[config.mk]
export PLATFORM = sky130hd
export DESIGN_NAME = sldrv_driver_flat
export DESIGN_NICKNAME = d
export VERILOG_FILES = /design/src/include/sldrv_pkg.sv /design/src/include/sldrv_link_if.sv /design/src/hdl/sldrv_driver.sv /design/src/flat_wrapper.sv
export VERILOG_INCLUDE_DIRS = /design/src /design/src/include
export SDC_FILE = /design/constraint.sdc
export NUM_CORES = 1
export LEC_CHECK = 0
export ABC_AREA = 1
export BUFFER_PORTS_ARGS = -buffer_cell sky130_fd_sc_hd__buf_2
export CELL_PAD_IN_SITES_DETAIL_PLACEMENT = 0
export CELL_PAD_IN_SITES_GLOBAL_PLACEMENT = 2
export CORE_ASPECT_RATIO = 0.75
export CORE_MARGIN = 5
export CORE_UTILIZATION = 32
export CTS_BUF_LIST = sky130_fd_sc_hd__clkbuf_16
export DETAILED_ROUTE_END_ITERATION = 6
export GPL_TIMING_DRIVEN = 0
export HOLD_SLACK_MARGIN = 0.15
export PLACE_DENSITY_LB_ADDON = 0.15
export SYNTH_ARGS = -nofsm -noshare
export SYNTH_HDL_FRONTEND = slang
export SYNTH_SLANG_ARGS = --single-unit
export TNS_END_PERCENT = 20
[constraint.sdc]
create_clock -name core_clk -period 1.8 [get_ports core_clk]
set_clock_uncertainty 0.2 [all_clocks]
set_input_delay 0.18 -clock core_clk [delete_from_list [all_inputs] [get_ports core_clk]]
set_output_delay 0.18 -clock core_clk [all_outputs]
set_load 0.005 [all_outputs]
[src/include/sldrv_defines.svh]
// constants for the serial led segment latch driver link
// Contract
// - two signals only: data and clock
// - source sends start one then 35 bits
// - latch 35 bits after 36th bit completes
// - latches hold between frames
// - 36th clock makes latch-transfer pulse
// - clear pulse empties shift chain afterwards
// - first stage master survives clear, back-to-back (driver clears the whole chain on the load step; the next bit shifts in fresh)
// - source must give full 36 clocks
// - power-up reset clears chain and latches
// - start bit and clock resume reception
// - first data bit drives output one
// - latched one turns output on
// - enable variant drops 35th output
// - serial clock at most 0.5 MHz
`ifndef SLDRV_DEFINES_SVH
`define SLDRV_DEFINES_SVH
`define SLDRV_DATA_BITS      35
`define SLDRV_FRAME_BITS     36
`define SLDRV_CNT_W          6
`define SLDRV_MAX_CLK_KHZ    500
`define SLDRV_CORE_CLK_KHZ   100000
// half period of the serial clock in core cycles, rounded up (least time)
`define SLDRV_HALF_CYCLES    ((`SLDRV_CORE_CLK_KHZ + 2 * `SLDRV_MAX_CLK_KHZ - 1) / (2 * `SLDRV_MAX_CLK_KHZ))
`define SLDRV_DIV_W          8
`endif

[src/include/sldrv_pkg.sv]
// types shared by both ends of the serial led driver link
package sldrv_pkg;
  typedef enum logic [1:0] {
    SLDRV_IDLE  = 2'b00,
    SLDRV_LOW   = 2'b01,
    SLDRV_HIGH  = 2'b10
  } sldrv_src_state_t;
endpackage

[src/include/sldrv_link_if.sv]
// two-wire serial link plus optional data enable
interface sldrv_link_if;
  logic ser_data;
  logic ser_clk;
  logic data_en;
  modport source (output ser_data, output ser_clk, output data_en);
  modport driver (input ser_data, input ser_clk, input data_en);
endinterface

[src/hdl/sldrv_driver.sv]
// driver end: shifts serial frames in and latches the segment outputs
`include "sldrv_defines.svh"
module sldrv_driver
  import sldrv_pkg::*;
#(
  parameter bit HAS_ENABLE = 1'b0  // data-enable variant, 34 outputs
)(
  input  wire logic                        core_clk, // system clock
  input  wire logic                        reset_n,  // sync reset, active low
  input  wire logic                        clk_en,   // freezes all state when low
  sldrv_link_if.driver                     link,     // serial link
  output logic [`SLDRV_DATA_BITS-1:0]      seg_on    // bit 0 is output 1, high lights
);
  // three-stage synchronisers; stage 1 read only by stage 2
  logic [2:0] dat_sync_reg, dat_sync_next;
  logic [2:0] sck_sync_reg, sck_sync_next;
  logic [2:0] en_sync_reg,  en_sync_next;
  logic       sck_lvl_reg,  sck_lvl_next;
  logic       dat_lvl_reg,  dat_lvl_next;
  logic       en_lvl_reg,   en_lvl_next;
  logic [`SLDRV_FRAME_BITS-1:0] chain_reg, chain_next;
  logic [`SLDRV_DATA_BITS-1:0]  latch_reg, latch_next;
  logic                         rise;
  logic                         accept;
  logic [`SLDRV_FRAME_BITS-1:0] shifted;

  always_comb
  begin
    dat_sync_next = {dat_sync_reg[1:0], link.ser_data};
    sck_sync_next = {sck_sync_reg[1:0], link.ser_clk};
    en_sync_next  = {en_sync_reg[1:0],  link.data_en};
    // a level counts once stages two and three agree
    sck_lvl_next = (sck_sync_reg[1] == sck_sync_reg[2]) ? sck_sync_reg[2] : sck_lvl_reg;
    dat_lvl_next = (dat_sync_reg[1] == dat_sync_reg[2]) ? dat_sync_reg[2] : dat_lvl_reg;
    en_lvl_next  = (en_sync_reg[1] == en_sync_reg[2])   ? en_sync_reg[2]  : en_lvl_reg;
  end

  assign rise    = sck_lvl_next & ~sck_lvl_reg;
  assign accept  = rise & (~HAS_ENABLE | en_lvl_reg);
  assign shifted = {chain_reg[`SLDRV_FRAME_BITS-2:0], dat_lvl_reg};

  always_comb
  begin
    chain_next = chain_reg;
    latch_next = latch_reg;
    if (accept)
    begin
      if (shifted[`SLDRV_FRAME_BITS-1])
      begin
        // start bit reached the end: 36th clock, load then clear
        latch_next = shifted[`SLDRV_DATA_BITS-1:0];
        // clearing on the same step keeps no stale stage; the next
        // bit is taken fresh, so frames can follow back to back
        chain_next = '0;
      end
      else
      begin
        chain_next = shifted;
      end
    end
  end

  // first data bit sits deepest, so reverse order onto outputs
  genvar g;
  generate
    for (g = 0; g < `SLDRV_DATA_BITS; g++)
    begin : g_out
      if (HAS_ENABLE && g == `SLDRV_DATA_BITS - 1)
      begin : g_none
        assign seg_on[g] = 1'b0;
      end
      else
      begin : g_drv
        assign seg_on[g] = latch_reg[`SLDRV_DATA_BITS-1-g];
      end
    end
  endgenerate

  always_ff @(posedge core_clk)
  begin
    if (!reset_n)
    begin
      dat_sync_reg <= '0;
      sck_sync_reg <= '0;
      en_sync_reg  <= '0;
      sck_lvl_reg  <= 1'b0;
      dat_lvl_reg  <= 1'b0;
      en_lvl_reg   <= 1'b0;
      chain_reg    <= '0;
      latch_reg    <= '0;
    end
    else if (clk_en)
    begin
      dat_sync_reg <= dat_sync_next;
      sck_sync_reg <= sck_sync_next;
      en_sync_reg  <= en_sync_next;
      sck_lvl_reg  <= sck_lvl_next;
      dat_lvl_reg  <= dat_lvl_next;
      en_lvl_reg   <= en_lvl_next;
      chain_reg    <= chain_next;
      latch_reg    <= latch_next;
    end
  end
endmodule

[src/flat_wrapper.sv]
// flat-port wrapper written by rule: the top's interface ports become plain ports
module sldrv_driver_flat import sldrv_pkg::*;
#(
  parameter bit HAS_ENABLE = 1'b0                                    
)
  (core_clk, reset_n, clk_en, seg_on, link_ser_data, link_ser_clk, link_data_en);
  sldrv_link_if link_i ();
  input  wire logic core_clk;
  input  wire logic reset_n;
  input  wire logic clk_en;
  output logic [`SLDRV_DATA_BITS-1:0] seg_on;
  input wire logic [$bits(link_i.ser_data)-1:0] link_ser_data;
  input wire logic [$bits(link_i.ser_clk)-1:0] link_ser_clk;
  input wire logic [$bits(link_i.data_en)-1:0] link_data_en;
  assign link_i.ser_data = link_ser_data;
  assign link_i.ser_clk = link_ser_clk;
  assign link_i.data_en = link_data_en;
  sldrv_driver #(.HAS_ENABLE(HAS_ENABLE)) u_core (.core_clk(core_clk), .reset_n(reset_n), .clk_en(clk_en), .link(link_i), .seg_on(seg_on));
endmodule
== Word-level counts from Yosys, hierarchy flattened ==
Cells that the tools add are included.

* Mux-type cells: 2
* Reduce and logical (&&, ||, !) cells: 3
* Bitwise logic cells: 2
* Equality and inequality tests: 2

{| class="wikitable"
|+ Operator list
! cell !! number
|-
| two-way mux 35 bit || 1
|-
| AND reduction 2 bit || 2
|-
| AND reduction 3 bit || 1
|-
| equality test 1 bit || 2
|-
| bitwise AND 1 bit || 1
|-
| two-way mux 1 bit || 1
|-
| NOT 1 bit || 1
|}

* Register bits after elaboration: 78
* Word-level logic and storage cells: 15
* Output and inout bits: 35
* Input port bits: 6

== Logic depth before layout (Yosys ltp) ==
Gate-level depths: netlist (run 1).

* Depth after elaboration: 4
* Mapped depth: 7
* Depth with buffers taken out: 5

== Worst setup path before layout (run 1) ==
Ideal clock, no wire load.

* Path kind: reg-to-reg
* Start: register u_core.sck_sync_reg[2]
* End: register u_core.chain_reg[10]
* Setup time: 0.116 ns
* Path buffers: 1
* Period minus slack after synthesis: 1.344 ns
* Path slack: 0.456 ns
* Data arrival time: 1.028 ns
* Stages on the path, launching flop included: 7
* Required time: 1.484 ns
* Cells stage by stage: dfxtp_1 > nand2_1 > nor2_4 > nand3_2 > nand2_4 > buf_6 > nor2_1

* Longest elaborated chain between the ends: 4

{| class="wikitable"
|+ RTL lines
! what !! line !! text
|-
| start: declaration || sldrv_driver.sv:16 || <nowiki>logic [2:0] sck_sync_reg, sck_sync_next;</nowiki>
|-
| start signal: assignment || sldrv_driver.sv:95 || <nowiki>sck_sync_reg <= sck_sync_next;</nowiki>
|-
| equality test 1 bit || sldrv_driver.sv:33 || <nowiki>sck_lvl_next = (sck_sync_reg[1] == sck_sync_reg[2]) ? sck_sync_reg[2] : sck_lvl_reg;</nowiki>
|-
| two-way mux 1 bit (*) || sldrv_driver.sv:33 ||
|-
| bitwise AND 1 bit (*) || sldrv_driver.sv:38 || <nowiki>assign rise = sck_lvl_next & ~sck_lvl_reg;</nowiki>
|-
| AND reduction 2 bit (no source line) (*) || n/a ||
|-
| end signal: assignment || sldrv_driver.sv:100 || <nowiki>chain_reg <= chain_next;</nowiki>
|-
| end: declaration || sldrv_driver.sv:21 || <nowiki>logic [`SLDRV_FRAME_BITS-1:0] chain_reg, chain_next;</nowiki>
|}

Mark *: on every way between the ends. The rest lies on a longest branch, timed or not.
A chain may end at the register's enable or synchronous reset.

== Worst setup path after layout (run 1) ==
* Start: input clk_en
* End: register u_core.chain_reg[32]

* Longest elaborated chain between the ends: 1

{| class="wikitable"
|+ RTL lines
! what !! line !! text
|-
| start: declaration || flat_wrapper.sv:10 || <nowiki>input wire logic clk_en;</nowiki>
|-
| AND reduction 2 bit (no source line) || n/a ||
|}

Every way passes these cells.

==> results of run 1 <==
==> cell usage in the layout, fill, tap and decap left out, drive strengths merged <==
master	netlist	layout
inv	40	41
nand3	4	4
a21oi	7	7
nor2	108	108
o21bai	1	1
clkinv	0	4
a21boi	1	1
buf	23	61
o21ai	42	42
nand4	35	35
dlygate4sd3	0	4
dfxtp	78	78
nand2	74	74
clkbuf	7	16
==> cell families after synthesis <==
family / synth area share (%)
compound gates: 8.350
buf+inv: 10.60
flops: 50.10
simple gates: 30.95
==> worst register-to-register path, cell delays in order (launching register included) <==
cell	delay (ns)
dfxtp_1	0.40
nand2_1	0.12
nor2_4	0.26
buf_2	0.29
nand4_1	0.11
nand2_1	0.09
nor2_1	0.04
==> layer usage <==
| metal | GRT usage [%] | up-vias | wire length (um) |
|---|---|---|---|
| li1 | - | 1439 | - |
| met1 | 18.80 | 1174 | 3991 |
| met2 | 18.94 | 52 | 2831 |
| met3 | 4.330 | 11 | 338 |
| met4 | 4.649 | 0 | 98 |
| met5 | 0 | - | 0 |
==> final cells by class <==
cell class	count	share of cell area (%)
sequential	78	41.53
multi-input combinational	272	32.58
timing repair buffer	42	6.190
clock buffer	9	5.990
buffer	30	4.792
tap	132	4.393
inverter	40	3.993
clock inverter	5	0.5324
==> stage by stage <==
stage               cell area, sq um  hold WS [ns]  worst slack, ns
finish                          3760        0.2669           0.1633
detailed placement              3467        0.2072           0.1973
global placement                3467        0.2041           0.2013
global route                    3760        0.2889          0.06355
floorplan                       3117        0.1149           0.4559
CTS                             3752        0.2616           0.1180
==> final timing paths <==
| kind | slack, ns | cells after the start | to |
|---|---|---|---|
| hold / removal | 0.27 | 2 | u_core.dat_lvl_reg |
| hold reg to reg | 0.27 | 2 | u_core.dat_lvl_reg |
| setup / recovery | 0.16 | 6 | u_core.chain_reg[32] |
| setup reg to reg | 0.19 | 6 | u_core.latch_reg[13] |
==> repair_timing <==
item                       in CTS  in global routing
hold buffers                    4                  0
gates resized for setup         0                  0
buffers inserted                0                  1
setup endpoints to repair       0                  1
hold endpoints to repair       14                  0
==> report_power, final <==
| group | total, uW | internal (uW) | switching [uW] |
|---|---|---|---|
| Sequential | 1760 | 1750 | 12.9 |
| Clock | 1540 | 895 | 646 |
| Combinational | 158 | 54.0 | 104 |
==> impl_metrics.ini, run 1 <==
[placed_design]
place.gp.congestion = 0.7402
port_buffers = 37
dp_cells = 589
dp_hpwl_um = 5017

[clock_tree]
cts_tree = done
cts_sinks = 78
clk_path_buf_depth = 2
clk_pin_slew_ns = 0.06
cts-root-buf = clkbuf_16
cts_buffers = 9
clk_latency_ns = 0.33
htree_levels = 3

[layout]
layoutNonFillerInstCount = 608
syn2layout_area_growth_pct = 20.63
drive_gt1_share_pct = 14.92
final_core_util_pct = 39.25
fillers = 1052
seq_area_sq_mm = 0.001562
multi_input_area_sq_mm = 0.001225
nets = 479
diodes = 0

[floorplan]
pin_count = 41
core_sq_mm = 0.009580
rows = 31
dieArea_sq_mm = 0.01183
die_w_um = 124.0
die_h_um = 95.47
initial_core_util_pct = 32.53

[timing]
drv_slew = 0
finalCriticalPeriod_ns = 1.637
finalCritPeriodShare_pct = 90.93
hold_violations = 0
tightest_slew_ns = 0.5108
rsz0062_at_grt = no
setup_viol_count_final = 0
fmax_mhz = 611.0
setup_tns_ns = 0
relSlewSlack_pct = 65.95

[worst_setup_path]
crit_path_start = clk_en
cpPeakStageDelay_ns = 0.53
cp_cell_sequence = dlygate4sd3_1 -> buf_4 -> nand4_4 -> buf_1 -> o21ai_1 -> nor2_1
critPathBufInv = 3
timing.rr.start = u_core.sck_sync_reg[2]
crit_type = primary input to flip-flop
critPathCaptureType = flip-flop
cp_top_family = buffers and inverters
cpMaxStageDelayCell = dlygate4sd3_1
path_max_fanout = 10
required_ns = 1.87
crit_path_start_kind = primary input
worstPathArrival_ns = 1.70

[logic_synthesis]
syn_area_sq_mm = 0.003117
netlist_instances = 420
synth-seq-cells = 78
async_flop_share_pct = 0
synth_common_cells = 106 x nor2_1, 78 x dfxtp_1, 73 x nand2_1, 39 x inv_1, 34 x nand4_1
synth_nets = 426
synth_edf_count = 0
synth_cell_types = 21
syn_area_per_cell_sq_um = 7.421
synth_warnings = 0
synthFlopType = dfxtp_1
synth.most_common_cell = nor2_1
yosysSeqAreaShare_pct = 50.10
yosysTopAreaCell = dfxtp_1
synth.area.top_cells = dfxtp_1 50%, nor2_1 13%, nand2_1 8.8%
synth_top_area_share_pct = 50.10

[global_route]
grt_pass1_wl_um = 12190
grt_antenna_before_repair = 0
grt_overflow_total = 0
grt_start_max_net_pins = 12
track_usage_pct = 13.31
grt_pass1_vias = 2533

[worst_hold_path]
hp-class = flip-flop to flip-flop
hold_path_startpoint = u_core.dat_sync_reg[2]

[detailed_routing]
route.antenna.remaining_nets = 0
routed_wire_length_per_instance_um = 11.94
drt_iter0_drc = 118
finalWirelength_um = 7260
drc = 0
viasPerCell = 4.401
vias = 2676
drtPass1Iterations = 4

[power_and_ir_drop]
total_power_uw = 3460
total_leakage_power_uw = 0.001718
peakVddDrop_mv = 0.5890
power_density_mw_per_mm2 = 920.4

[run_status]
outcome = finished clean

[job]
cap_violations = 0
No activity file was read; power rests on OpenSTA's default activity.
==> run 2: changes to the inputs <==
--- a/config.mk
+++ b/config.mk
@@ -15,6 +15,7 @@
 export CORE_UTILIZATION = 32
 export CTS_BUF_LIST = sky130_fd_sc_hd__clkbuf_16
 export DETAILED_ROUTE_END_ITERATION = 6
+export GPL_ROUTABILITY_DRIVEN = 1
 export GPL_TIMING_DRIVEN = 0
 export HOLD_SLACK_MARGIN = 0.15
 export PLACE_DENSITY_LB_ADDON = 0.15
==> constraint.sdc (replaced) <==
create_clock -name core_clk -period 1.8 [get_ports core_clk]
set_clock_uncertainty 0.2 [all_clocks]
set_input_delay 0.27 -clock core_clk [delete_from_list [all_inputs] [get_ports core_clk]]
set_output_delay 0.27 -clock core_clk [all_outputs]
set_load 0.005 [all_outputs]
==> impl_metrics.ini, run 2 (synthesized netlist as in run 1, its figures left out) <==
[run_status]
outcome = finished clean

[floorplan]
dieArea_sq_mm = 0.01183
die_w_um = 124.0
die_h_um = 95.47
initial_core_util_pct = 32.53
core_sq_mm = 0.009580
pin_count = 41
rows = 31

[clock_tree]
clk_latency_ns = 0.33
htree_levels = 3
cts-root-buf = clkbuf_16
cts_setup_buffers = 0
cts_buffers = 9
clk_pin_slew_ns = 0.06
clk_path_buf_depth = 2
cts_tree = done
cts_sinks = 78

[detailed_routing]
finalWirelength_um = 7229
route.antenna.remaining_nets = 0
viasPerCell = 4.406
drtPass1Iterations = 4
drt_iter0_drc = 90
routed_wire_length_per_instance_um = 11.93
vias = 2670
drc = 0

[layout]
syn2layout_area_growth_pct = 20.07
diodes = 0
mostFrequentLayoutCell = nor2_1
nets = 477
drive_gt1_share_pct = 14.77
mostFrequentLayoutCells = 106 x nor2_1, 78 x dfxtp_1, 73 x nand2_1
fin_area_sq_mm = 0.003742

[timing]
tightest_slew_ns = 0.5031
fmax_mhz = 620.7
setup_tns_ns = 0
finalCriticalPeriod_ns = 1.611
drv_slew = 0
setup_viol_count_final = 0
relSlewSlack_pct = 66.46
rsz0062_at_grt = no
finalCritPeriodShare_pct = 89.50
hold_violations = 0

[global_route]
grt_start_max_net_pins = 12
track_usage_pct = 13.30
grt_overflow_total = 0
grt_pass1_wl_um = 12180
grt_antenna_before_repair = 0
grt_pass1_vias = 2530

[power_and_ir_drop]
total_leakage_power_uw = 0.001709
power_density_mw_per_mm2 = 924.0
peakVddDrop_mv = 0.5887

[placed_design]
dp_hpwl_um = 5017
port_buffers = 37
place.gp.congestion = 0.7402
placed_area_sq_mm = 0.003467

[worst_setup_path]
critPathCaptureType = flip-flop
crit_type = primary input to flip-flop
path_max_fanout = 10
crit_path_start_kind = primary input
worstPathArrival_ns = 1.67
required_ns = 1.86

[worst_hold_path]
hp-class = primary input to flip-flop

[job]
cap_violations = 0
## run 2: power breakdown
part           switching, uW  leakage [uW]  internal, uW
combinational            103      0.000954          52.6
sequential              13.0      0.000630          1750
clock                    646      0.000125           895
## run 2: stage by stage
stage,setup slack [ns],total power [uW],cells,hold WS (ns),utilization [%]
global placement,0.2013,1952,589,0.2489,36.19
detailed placement,0.1973,1953,589,0.2503,36.19
floorplan,0.4559,1911,420,0.2049,-
CTS,0.1630,3529,606,0.1536,39.06
global route,0.06355,3610,606,0.1810,39.06
finish,0.1890,3458,606,0.1537,39.06
## run 2: cell type report
class                      count  area, sq um
fill                        1054         5838
sequential                    78         1562
buffer                        30        180.2
timing repair buffer          40        215.2
inverter                      40        150.1
tap                          132        165.2
multi-input combinational    272         1225
clock buffer                   9        225.2
clock inverter                 5        20.02
## run 2: final timing paths
| check | start | endpoint | slack [ns] | cells past startpoint |
|---|---|---|---|---|
| worst min register to register | u_core.dat_sync_reg[2] | u_core.dat_lvl_reg | 0.27 | 2 |
| worst max-delay path | reset_n | u_core.sck_sync_reg[1] | 0.19 | 5 |
| worst min-delay path | clk_en | u_core.latch_reg[24] | 0.15 | 4 |
| worst max register to register | u_core.sck_sync_reg[2] | u_core.latch_reg[13] | 0.20 | 6 |
## run 2: timing repair
action / CTS / global route
resized for setup: 0 / 0
endpoints found under the hold margin: 6 / 0
hold buffers: 3 / 0
setup endpoints to repair: 0 / 0
## run 2: layer usage
layer / vias up / track usage (%) / part of all wire [%]
met2: 43 / 18.94 / 39
met4: 0 / 4.649 / 1.4
met1: 1181 / 18.76 / 55
met5: - / 0 / 0
met3: 11 / 4.330 / 4.7
li1: 1435 / - / -
## run 2: critical path, cell delays in order
cell	delay (ns)
dlygate4sd3_1	0.52
buf_2	0.22
clkbuf_1	0.37
o21ai_0	0.16
a21oi_1	0.13
==> run 3: changes to the inputs <==
--- a/config.mk
+++ b/config.mk
@@ -8,12 +8,14 @@
 export LEC_CHECK = 0
 export ABC_AREA = 1
 export BUFFER_PORTS_ARGS = -buffer_cell sky130_fd_sc_hd__buf_2
+export CAP_MARGIN = 20
 export CELL_PAD_IN_SITES_DETAIL_PLACEMENT = 0
 export CELL_PAD_IN_SITES_GLOBAL_PLACEMENT = 2
 export CORE_ASPECT_RATIO = 0.75
 export CORE_MARGIN = 5
-export CORE_UTILIZATION = 32
-export CTS_BUF_LIST = sky130_fd_sc_hd__clkbuf_16
+export CORE_UTILIZATION = 34
+export CTS_BUF_LIST = sky130_fd_sc_hd__clkbuf_4
+export CTS_CLUSTER_DIAMETER = 80
 export DETAILED_ROUTE_END_ITERATION = 6
 export GPL_ROUTABILITY_DRIVEN = 1
 export GPL_TIMING_DRIVEN = 0
==> impl_metrics.ini, run 3 (synthesized netlist as in run 1, its figures left out) <==
[run_status]
outcome = finished clean

[worst_setup_path]
critPathCaptureType = flip-flop
r2r-end = u_core.latch_reg[5]
worstPathArrival_ns = 1.82
timing.rr.start = u_core.sck_sync_reg[2]
required_ns = 1.95
crit_path_start = clk_en
endpoint = u_core.latch_reg[22]
r2r_cells = 6
path_max_fanout = 10
rrSetupSlack_ns = 0.18
crit_path_start_kind = primary input
crit_type = primary input to flip-flop

[clock_tree]
clk_path_buf_depth = 2
cts_setup_buffers = 0
cts_buffers = 9
clk_pin_slew_ns = 0.12
clk_latency_ns = 0.41
htree_levels = 3
cts_sinks = 78
cts-root-buf = clkbuf_4
cts_tree = done

[global_route]
grt_pass1_wl_um = 12140
track_usage_pct = 13.77
grt_start_max_net_pins = 12
grt_pass1_vias = 2425
grt_overflow_total = 0
grt_antenna_before_repair = 0

[floorplan]
core_sq_mm = 0.009009
pin_count = 41
die_h_um = 92.92
die_w_um = 120.6
initial_core_util_pct = 34.60
rows = 30
dieArea_sq_mm = 0.01120

[job]
cap_violations = 0

[timing]
drv_slew = 0
finalCritPeriodShare_pct = 92.97
setup_ws_ns = 0.1265
setup_tns_ns = 0
relSlewSlack_pct = 65.79
setup_viol_count_final = 0
finalCriticalPeriod_ns = 1.674
hold_violations = 0
rsz0062_at_grt = no
tightest_slew_ns = 0.5132
whs_ns = 0.2455
fmax_mhz = 597.5

[placed_design]
pre_cts_ws_ns = 0.1712
place.gp.congestion = 0.7234
port_buffers = 37
placed_area_sq_mm = 0.003442
dp_hpwl_um = 4977
dp_cells = 569

[layout]
fin_area_sq_mm = 0.003591
seq_area_sq_mm = 0.001562
multi_input_area_sq_mm = 0.001225
nets = 478
fillers = 981
syn2layout_area_growth_pct = 15.21
layoutNonFillerInstCount = 589
mostFrequentLayoutCells = 106 x nor2_1, 78 x dfxtp_1, 73 x nand2_1
mostFrequentLayoutCell = nor2_1
drive_gt1_share_pct = 15.30
diodes = 0

[power_and_ir_drop]
total_leakage_power_uw = 0.001652
peakVddDrop_mv = 0.3582
power_density_mw_per_mm2 = 780.9

[detailed_routing]
vias = 2650
route.antenna.remaining_nets = 0
routed_wire_length_per_instance_um = 12.11
drc = 0
finalWirelength_um = 7133
viasPerCell = 4.499
drtPass1Iterations = 4
drt_iter0_drc = 108

[worst_hold_path]
hp-class = flip-flop to flip-flop
[run 3: changes by cell type in the layout (fill, tap and decap cells not counted)]
cell	before	now
dlygate4sd3_1	3	4
inv_1	40	39
clkinv_2	1	0
clkbuf_4	0	13
clkbuf_16	9	0
[run 3: per-stage QoR]
| stage | total power, uW | util, % |
|---|---|---|
| after floorplan | 1911 | - |
| after global placement | 1951 | 38.21 |
| after detailed placement | 1952 | 38.21 |
| after CTS | 2870 | 39.86 |
| after global routing | 2990 | 39.86 |
| final | 2804 | 39.86 |
[run 3: worst max-delay path, stage by stage]
cell and delay (ns):
dlygate4sd3_1 0.52, buf_4 0.19, nand4_4 0.18, nor2_4 0.27, buf_4 0.24, nor2_1 0.05
nor2_1 0.09
[run 3: area by class of cell]
type                    count  area share (%)
plain buffers              30           5.017
clock buffers              13           2.718
repair buffers             41           6.272
well taps                 112           3.902
clock inverters             3          0.3136
multi-input cells         272           34.11
inverters                  40           4.181
flip-flops and latches     78           43.48
[run 3: worst min-delay path by stage]
stage / cells past startpoint / from / endpoint
5_1_grt: 2 / u_core.dat_sync_reg[2] / u_core.dat_lvl_reg
4_1_cts: 2 / u_core.dat_sync_reg[2] / u_core.dat_lvl_reg
6_report: 2 / u_core.dat_sync_reg[2] / u_core.dat_lvl_reg
3_5_place_dp: 2 / u_core.dat_sync_reg[2] / u_core.dat_lvl_reg
3_3_place_gp: 2 / u_core.dat_sync_reg[2] / u_core.dat_lvl_reg
2_1_floorplan: 2 / link_ser_data / u_core.dat_sync_reg[0]
[run 3: what timing repair did]
action | CTS | global route
resized for setup | 0 | 0
hold endpoints to repair | 15 | 0
hold buffers | 4 | 0
[run 3: power breakdown]
part	internal, uW	switching (uW)	leakage, uW
combinational	54.1	104	0.000958
clock	335	551	0.0000645
sequential	1750	12.7	0.000630
[run 3: per-layer routing]
layer / vias to the layer above / track usage (%) / part of all wire [%]
li1: 1435 / - / -
met1: 1163 / 19.33 / 54
met2: 46 / 19.06 / 40
met3: 6 / 5.128 / 5.0
met4: 0 / 5.094 / 0.98
met5: - / 0 / 0
